--- src/hdl/csh_pkg.sv ---
package csh_pkg;
    // byte addresses on apb: printed offsets are not all multiples of four,
    // so each printed offset is a register index and the address is index*4
    localparam logic [15:0] CSH_IDX_STATUS = 16'h00d7;
    localparam logic [15:0] CSH_IDX_SAMPCTL = 16'h00dc;
    localparam logic [15:0] CSH_IDX_SWITCH = 16'h00e1;
    localparam logic [15:0] CSH_IDX_HALL = 16'h00e2;
    localparam logic [15:0] CSH_IDX_DELAY = 16'h40ad;
    localparam logic [17:0] CSH_ADR_STATUS = {CSH_IDX_STATUS, 2'b00};
    localparam logic [17:0] CSH_ADR_SAMPCTL = {CSH_IDX_SAMPCTL, 2'b00};
    localparam logic [17:0] CSH_ADR_SWITCH = {CSH_IDX_SWITCH, 2'b00};
    localparam logic [17:0] CSH_ADR_HALL = {CSH_IDX_HALL, 2'b00};
    localparam logic [17:0] CSH_ADR_DELAY = {CSH_IDX_DELAY, 2'b00};
    // own registers for the interrupt status and mask
    localparam logic [17:0] CSH_ADR_EVT_STAT = 18'h20000;
    localparam logic [17:0] CSH_ADR_EVT_MASK = 18'h20004;

    // reset values
    localparam logic [7:0] CSH_RST_SAMPCTL = 8'h00;
    localparam logic [7:0] CSH_RST_DELAY = 8'h01;
    localparam logic [7:0] CSH_RST_SWITCH = 8'h00;
    localparam logic [7:0] CSH_RST_HALL = 8'h00;
    localparam logic [4:0] CSH_RST_MASK = 5'h00;

    // field positions
    localparam int CSH_B_DTEN = 7;
    localparam int CSH_B_DBG_LO = 5;
    localparam int CSH_B_SAM_LO = 3;
    localparam int CSH_B_BUSSW = 4;
    localparam int CSH_B_C5HYS = 3;
    localparam int CSH_B_SCALE = 2;
    localparam int CSH_B_FSW = 1;
    localparam int CSH_B_C5EN = 0;
    localparam int CSH_B_HIF = 7;
    localparam int CSH_B_HIE = 6;
    localparam int CSH_B_HSEL = 3;

    // delay base counts in clock periods
    localparam logic [5:0] CSH_BASE_NORM = 6'h08;
    localparam logic [5:0] CSH_BASE_SCALED = 6'h20;
    localparam logic [1:0] CSH_MODE_RESISTOR = 2'b01;

    typedef enum logic [1:0] {CSH_SAM_BOTH_NODLY, CSH_SAM_OFF, CSH_SAM_ON, CSH_SAM_BOTH}
        csh_sam_t;
    typedef enum logic [1:0] {CSH_DBG_OFF, CSH_DBG_ZCP, CSH_DBG_ADC, CSH_DBG_WIN} csh_dbg_t;

    // sampling control register layout
    typedef struct packed {
        logic dt_en;
        csh_dbg_t debug_pin_select;
        csh_sam_t sampling_mode_select;
        logic [2:0] compare_output_select;
    } csh_sampctl_t;

    // analog side inputs
    typedef struct packed {
        logic [5:0] comp;
        logic angle_flag;
        logic zero_crossing_point;
        logic adc_trigger;
    } csh_analog_t;
endpackage

--- src/hdl/csh_core.sv ---
// Overview of operation
// - debug pin selects zcp, adc trigger, window
// - mode 00 samples both phases, no delay
// - 01 off phase, 10 on phase, delayed
// - mode 11 both phases with delays
// - output selector routes comparator to pin
// - bus switch reroutes comp3/comp4 shared pin
// - scale-up multiplies delay base by four
// - function switch only in input mode 01
// - on-delay is 8 or 32 times field
// - off-lead ends window early likewise
// - comparator flags cleared by writing zero
// - hall flag set on hall edge
// - mode 01 alone lets switch alter inputs
//
// The APB slave port was decided locally.
`timescale 1ns/1ps
`default_nettype none
module csh_core
    import csh_pkg::*;
(
    // clock and reset
    input wire logic i_sys_clk,
    input wire logic i_rst,
    // apb slave
    input wire logic i_psel,
    input wire logic i_penable,
    input wire logic i_pwrite,
    input wire logic [17:0] i_paddr,
    input wire logic [31:0] i_pwdata,
    output logic [31:0] o_prdata,
    output logic o_pready,
    output logic o_pslverr,
    // analog and timer side
    input wire csh_analog_t i_analog,
    input wire logic [3:0] i_comp_event,
    input wire logic i_pwm_on,
    input wire logic [1:0] i_comparator_input_mode,
    input wire logic [2:0] i_hall_grp0,
    input wire logic [2:0] i_hall_grp1,
    // pins and routing controls
    output logic o_debug_pin,
    output logic o_cmp_out_pin,
    output logic o_cmp_out_to_debug,
    output logic o_sample_window,
    output logic o_bus_current_switch,
    output logic o_comp3_single_input,
    output logic o_comp12_function_switch,
    output logic o_comp5_hysteresis,
    output logic o_comp5_enable,
    output logic o_scale_up_enable,
    output logic o_hall_irq,
    output logic o_irq
);
    csh_sampctl_t ctl_r;
    logic [7:0] delay_r;
    logic [4:0] sw_r;
    logic hie_r, hsel_r, hif_r;
    logic [3:0] cif_r;
    logic [4:0] evt_r, mask_r;
    logic [2:0] hall_r, hall_prev_r;
    logic [5:0] comp_r;
    logic pwm_prev_r, win_r;
    logic [9:0] cnt_r;
    logic [31:0] rdata_r;

    // bus decode; access completes in its first access cycle
    wire wr = i_psel && i_penable && i_pwrite;
    wire rd = i_psel && i_penable && !i_pwrite;
    // read data captured in setup so it already stands at the access edge
    wire rd_setup = i_psel && !i_penable && !i_pwrite;
    wire hit_stat = i_paddr == CSH_ADR_STATUS;
    wire hit_ctl = i_paddr == CSH_ADR_SAMPCTL;
    wire hit_sw = i_paddr == CSH_ADR_SWITCH;
    wire hit_hall = i_paddr == CSH_ADR_HALL;
    wire hit_dly = i_paddr == CSH_ADR_DELAY;
    wire hit_es = i_paddr == CSH_ADR_EVT_STAT;
    wire hit_em = i_paddr == CSH_ADR_EVT_MASK;
    wire hit_any = hit_stat | hit_ctl | hit_sw | hit_hall | hit_dly | hit_es | hit_em;
    assign o_pready = 1'b1;
    assign o_pslverr = i_psel && i_penable && !hit_any;
    assign o_prdata = rdata_r;

    // hall input: selected group, edge against previous clock
    wire [2:0] hall_in = hsel_r ? i_hall_grp1 : i_hall_grp0;
    wire hall_edge = hall_r != hall_prev_r;

    // sampling window timing, delay unit 8 or 32 clocks
    wire [5:0] base = sw_r[CSH_B_SCALE] ? CSH_BASE_SCALED : CSH_BASE_NORM;
    // operands widened first: a 6-bit product would wrap above 63 clocks
    wire [9:0] on_dly = 10'(base) * 10'(delay_r[7:4]);
    wire [9:0] off_lead = 10'(base) * 10'(delay_r[3:0]);
    wire pwm_edge = i_pwm_on != pwm_prev_r;
    wire phase_ok = (ctl_r.sampling_mode_select == CSH_SAM_BOTH_NODLY) ||
                    (ctl_r.sampling_mode_select == CSH_SAM_BOTH) ||
                    (ctl_r.sampling_mode_select == CSH_SAM_OFF && !i_pwm_on) ||
                    (ctl_r.sampling_mode_select == CSH_SAM_ON && i_pwm_on);
    wire no_dly = ctl_r.sampling_mode_select == CSH_SAM_BOTH_NODLY;
    // window opens after on-delay, closes on-delay minus off-lead later
    wire [9:0] close_at = on_dly + (on_dly - off_lead);
    wire win_nxt = phase_ok && (no_dly || (cnt_r >= on_dly && cnt_r < close_at));
    assign o_sample_window = win_r;

    // pin muxes
    wire [7:0] cmp_src = {i_analog.angle_flag, comp_r, 1'b0};
    assign o_cmp_out_pin = cmp_src[ctl_r.compare_output_select];
    assign o_cmp_out_to_debug = ctl_r.debug_pin_select == CSH_DBG_OFF &&
                                ctl_r.compare_output_select != 3'b000;
    logic dbg;
    always_comb begin
        unique case (ctl_r.debug_pin_select)
            CSH_DBG_OFF: dbg = o_cmp_out_to_debug ? o_cmp_out_pin : 1'b0;
            CSH_DBG_ZCP: dbg = i_analog.zero_crossing_point;
            CSH_DBG_ADC: dbg = i_analog.adc_trigger;
            CSH_DBG_WIN: dbg = win_r;
        endcase
    end
    assign o_debug_pin = dbg;

    // routing controls
    assign o_bus_current_switch = sw_r[CSH_B_BUSSW];
    assign o_comp3_single_input = sw_r[CSH_B_BUSSW];
    assign o_comp12_function_switch = sw_r[CSH_B_FSW] &&
        i_comparator_input_mode == CSH_MODE_RESISTOR;
    assign o_comp5_hysteresis = sw_r[CSH_B_C5HYS];
    assign o_comp5_enable = sw_r[CSH_B_C5EN];
    assign o_scale_up_enable = sw_r[CSH_B_SCALE];
    assign o_hall_irq = hif_r && hie_r;
    assign o_irq = |(evt_r & mask_r);

    // read mux; results are live synchronised levels
    logic [7:0] rmux;
    always_comb begin
        rmux = 8'h00;
        if (hit_stat) rmux = {cif_r, comp_r[3:0]};
        if (hit_ctl) rmux = ctl_r;
        if (hit_sw) rmux = {comp_r[4], comp_r[5], 1'b0, sw_r};
        if (hit_hall) rmux = {hif_r, hie_r, 2'b00, hsel_r, hall_r};
        if (hit_dly) rmux = delay_r;
        if (hit_es) rmux = {3'b000, evt_r};
        if (hit_em) rmux = {3'b000, mask_r};
    end

    // write-zero clears; a same-cycle set wins
    wire [3:0] cif_clr = (wr && hit_stat) ? ~i_pwdata[7:4] : 4'h0;
    wire hif_clr = wr && hit_hall && !i_pwdata[CSH_B_HIF];
    wire [4:0] evt_set = {hall_edge, i_comp_event};

    // inputs and sample state
    always_ff @(posedge i_sys_clk or posedge i_rst) begin
        if (i_rst) begin
            hall_r <= 3'h0;
            hall_prev_r <= 3'h0;
            comp_r <= 6'h00;
            pwm_prev_r <= 1'b0;
            win_r <= 1'b0;
            cnt_r <= 10'h000;
        end else begin
            hall_r <= hall_in;
            hall_prev_r <= hall_r;
            comp_r <= i_analog.comp;
            pwm_prev_r <= i_pwm_on;
            win_r <= win_nxt;
            cnt_r <= pwm_edge ? 10'h000 : (&cnt_r ? cnt_r : cnt_r + 10'h001);
        end
    end

    // registers and flags
    always_ff @(posedge i_sys_clk or posedge i_rst) begin
        if (i_rst) begin
            ctl_r <= CSH_RST_SAMPCTL;
            delay_r <= CSH_RST_DELAY;
            sw_r <= CSH_RST_SWITCH[4:0];
            hie_r <= 1'b0;
            hsel_r <= 1'b0;
            hif_r <= 1'b0;
            cif_r <= 4'h0;
            evt_r <= 5'h00;
            mask_r <= CSH_RST_MASK;
            rdata_r <= 32'h0;
        end else begin
            if (wr && hit_ctl) ctl_r <= i_pwdata[7:0];
            if (wr && hit_dly) delay_r <= i_pwdata[7:0];
            if (wr && hit_sw) sw_r <= i_pwdata[4:0];
            if (wr && hit_hall) begin
                hie_r <= i_pwdata[CSH_B_HIE];
                hsel_r <= i_pwdata[CSH_B_HSEL];
            end
            if (wr && hit_em) mask_r <= i_pwdata[4:0];
            cif_r <= (cif_r & ~cif_clr) | i_comp_event;
            hif_r <= (hif_r & ~hif_clr) | hall_edge;
            // read clears only the bits returned, so a later event survives
            evt_r <= (rd && hit_es) ? ((evt_r & ~rdata_r[4:0]) | evt_set) : (evt_r | evt_set);
            if (rd_setup) rdata_r <= {24'h0, rmux};
        end
    end
endmodule
`default_nettype wire

--- config.mk ---
export PLATFORM = sky130hd
export DESIGN_NAME = csh_core
export DESIGN_NICKNAME = d
export VERILOG_FILES = /design/src/hdl/csh_pkg.sv /design/src/hdl/csh_core.sv
export SDC_FILE = /design/constraint.sdc
export NUM_CORES = 1
export LEC_CHECK = 0
export BUFFER_PORTS_ARGS = -buffer_cell sky130_fd_sc_hd__clkbuf_2
export CELL_PAD_IN_SITES_DETAIL_PLACEMENT = 1
export CELL_PAD_IN_SITES_GLOBAL_PLACEMENT = 2
export CORE_MARGIN = 5
export CORE_UTILIZATION = 34
export CTS_BUF_LIST = sky130_fd_sc_hd__clkbuf_4
export CTS_CLUSTER_SIZE = 10
export DETAILED_ROUTE_END_ITERATION = 10
export PLACE_DENSITY = 0.9
export SLEW_MARGIN = 30
export SYNTH_ARGS = -nofsm -noshare
export SYNTH_HDL_FRONTEND = slang
export SYNTH_SLANG_ARGS = --single-unit
--- constraint.sdc ---
create_clock -name i_sys_clk -period 3.8 [get_ports i_sys_clk]
set_clock_uncertainty 0.15 [all_clocks]
set_input_delay 0.19 -clock i_sys_clk [delete_from_list [all_inputs] [get_ports i_sys_clk]]
set_output_delay 0.19 -clock i_sys_clk [all_outputs]
set_load 0.02 [all_outputs]
==> results.md <==
* Die H at 124 um
* Vias per cell at 5.27
* Worst slew pin tran at 849 ps
* # setup viols final at 0
* Max Fclk at 287 MHz
* Antenna cells at 0
* I/O pin total at 123
* Cell area power density at 280 nW/um^2
* First drt pass iteration count at 5
* Hold Fails Final Rpt at 0
* Max IR drop VDD at 122 uV
* Routed wire length at 13.1 mm
* Max-slew headroom at 0.429
* CTS tree: done
* Status: complete, no violations
* Clk_lat worst skew at 450 ps
* Storage cell area at 1750 sq um
* Die area at 15400 sq um
* Top FF cell, synth: dfrtp_1
* Core Util, Final at 0.417
* Layout cells sized above 1 at 0.266
* Grt ovf at 0
* Max Root-Sink Buffers at 2
* Pre-CTS setup slack at 252 ps
* Detailed Place HPWL at 10.0 mm
* Post-route ant nets at 0
* Gate Count Post-Synth at 424
* H-tree Lvls at 3
* MaxCap Viol Count at 0
* Num rows at 41
* HP Class: in2reg
* Post-CTS Setup Bufs at 0
* Tcrit/Tclk final at 0.918
* Synth unique cells at 60
* Worst Path Max Fanout at 11
* WP data required at 4000 ps
* Setup tns final at 0 ps
* Arrival time of the worst setup path at 3690 ps
* Buffers on Ports at 73
* 1st-iter DRT viols at 219
* # fillers at 1488
* Pin count of the biggest net entering global routing at 42
* Fraction of registers with async set or reset after synthesis at 1.00
* Sink Count at 70
* Critical Path Start Type: flip-flop
* Drc violations at 0
* Die width at 124 um
* RePlAce Congestion at 0.871
* Overall via count from detail_route at 3722
* First-pass GRT wire length at 21.3 mm
* Sequential share of the synthesized area at 0.395
* Area added between synthesis and finish at 19.6%
* Syn avg cell area at 10.5 sq um
* Worst-path clk slew at 140 ps
* Vias in the first global route at 3969
* Flop and latch count out of synthesis at 70
* NumNets Final at 639
* All-layer global routing usage at 0.172
* Initial antenna violation count at 0
* Netlist Area Pre-Place at 4440 sq um
* Commonest non-fill, non-tap cell in the layout: clkbuf_2
* Core box area at 12700 sq um
* Synth top area share at 0.389
* Routed len/inst at 18.5 um
* Top post-synthesis cells by area: dfrtp_1 (39%), ha_1 (8.7%), mux2_2 (8.1%)
* Num CTS Buffers at 9
* Final Slew Violations at 0
* Period minus WS final at 3490 ps
* Synth area leader: dfrtp_1
* Starting density of the core at 0.349
* Min setup slack post-route at 311 ps
* Multi-input gate area at 2500 sq um
* Hold Path Stages at 4
* Root Buffer: clkbuf_4
* Yosys Warn Count at 0
* Most frequent cells in the layout: clkbuf_2 (73), dfrtp_1 (68), mux2_2 (32), ha_1 (31), nand2_1 (29)
* RSZ-0062 raised after global routing: false
* Number of synthesized flops with an enable pin at 0
* P_leak at 2.45 nW
* Reg2reg path depth at 13
* Critical path class: reg2reg
* CP Capture Type: flip-flop
-- routing by layer --
metal	vias up	GRT usage	part of all wire	wire [um]
met5	-	0	0	0
met4	0	0.0645	0.027	350
met3	34	0.0433	0.057	744
met2	143	0.280	0.48	6210
met1	1837	0.219	0.44	5760
li1	1708	-	-	-
-- kinds of logic (layout without fill, tap and decap cells) --
kind of cell	after synthesis	in the layout	share of synthesized area
and+or+nand+nor	136	136	0.189
AOI/OAI and AO/OA	79	79	0.124
DFF	70	70	0.395
buffers and inverters	49	133	0.0640
muxes	39	39	0.100
adders and majority gates	32	32	0.0920
xor gates and xnor gates	17	17	0.0336
other	2	28	0.00169
-- where the power goes --
group / switching, mW / total [mW] / internal [mW]
clock: 0.299 / 0.495 / 0.196
combinational: 0.128 / 0.208 / 0.0798
sequential: 0.0198 / 0.784 / 0.764
-- registers in the layout (all words and copies together), names as in the netlist, 3 cells and up --
| name | count |
|---|---|
| hall_r | 3 |
| evt_r | 5 |
| sw_r | 5 |
| o_prdata | 8 |
| comp_r | 6 |
| delay_r | 8 |
| cnt_r | 10 |
| cif_r | 4 |
| mask_r | 5 |
| ctl_r | 8 |
| hall_prev_r | 3 |
-- final cells by class --
cell class              instances  share of cell area
clock buffers                   9              0.0127
inverters                      16              0.0113
repair buffers                102               0.122
flip-flops and latches         70               0.331
clock inverters                 6              0.0118
well taps                     172              0.0406
multi-input cells             331               0.471
-- critical path, stage by stage (launching register included) --
cell and delay [ps]:
dfrtp_2 490, and2_1 170, ha_1 290, fa_1 510, inv_1 40, ha_1 320, o21ai_0 120, nand2b_1 80
a21oi_1 180, xor2_1 180, ha_1 270, a211oi_1 270, a211oi_1 120, a221oi_1 220
-- final timing paths --
kind,from,end,slack [ps]
max,sw_r[2],o_sample_window,310
min,i_pwrite,evt_r[2],50
max reg2reg,sw_r[2],o_sample_window,310
min reg2reg,hall_r[1],hall_prev_r[1],350
max in group asynchronous,i_rst,mask_r[1],2280
min in group asynchronous,i_rst,o_sample_window,220
-- what timing repair did --
item	4_1_cts	5_1_grt
resized for setup	0	1
endpoints found under the hold margin	76	0
hold buffers	26	0
setup endpoints to repair	0	1
-- Yosys cell counts (8+ instances only) --
| master | n |
|---|---|
| ha_1 | 31 |
| buf_4 | 26 |
| mux2_2 | 32 |
| inv_1 | 16 |
| nand2b_1 | 12 |
| a21o_1 | 8 |
| a21oi_1 | 12 |
| nand2_1 | 29 |
| o21ai_0 | 16 |
| xor2_1 | 10 |
| nand3_1 | 12 |
| a221oi_1 | 8 |
| nor2_1 | 25 |
| dfrtp_1 | 69 |
| nand4_1 | 9 |
-- stage by stage --
stage / power [mW] / instances / hold WS (ps) / cell area (sq um)
6_report: 1.49 / 706 / 48.8 / 5300
5_1_grt: 1.55 / 706 / 44.6 / 5300
4_1_cts: 1.49 / 706 / 39.8 / 5300
3_5_place_dp: 0.983 / 665 / 150 / 4910
3_3_place_gp: 0.975 / 665 / 143 / 4910
2_1_floorplan: 0.922 / 450 / 71.4 / 4530
(Power assumes the default switching activity.)
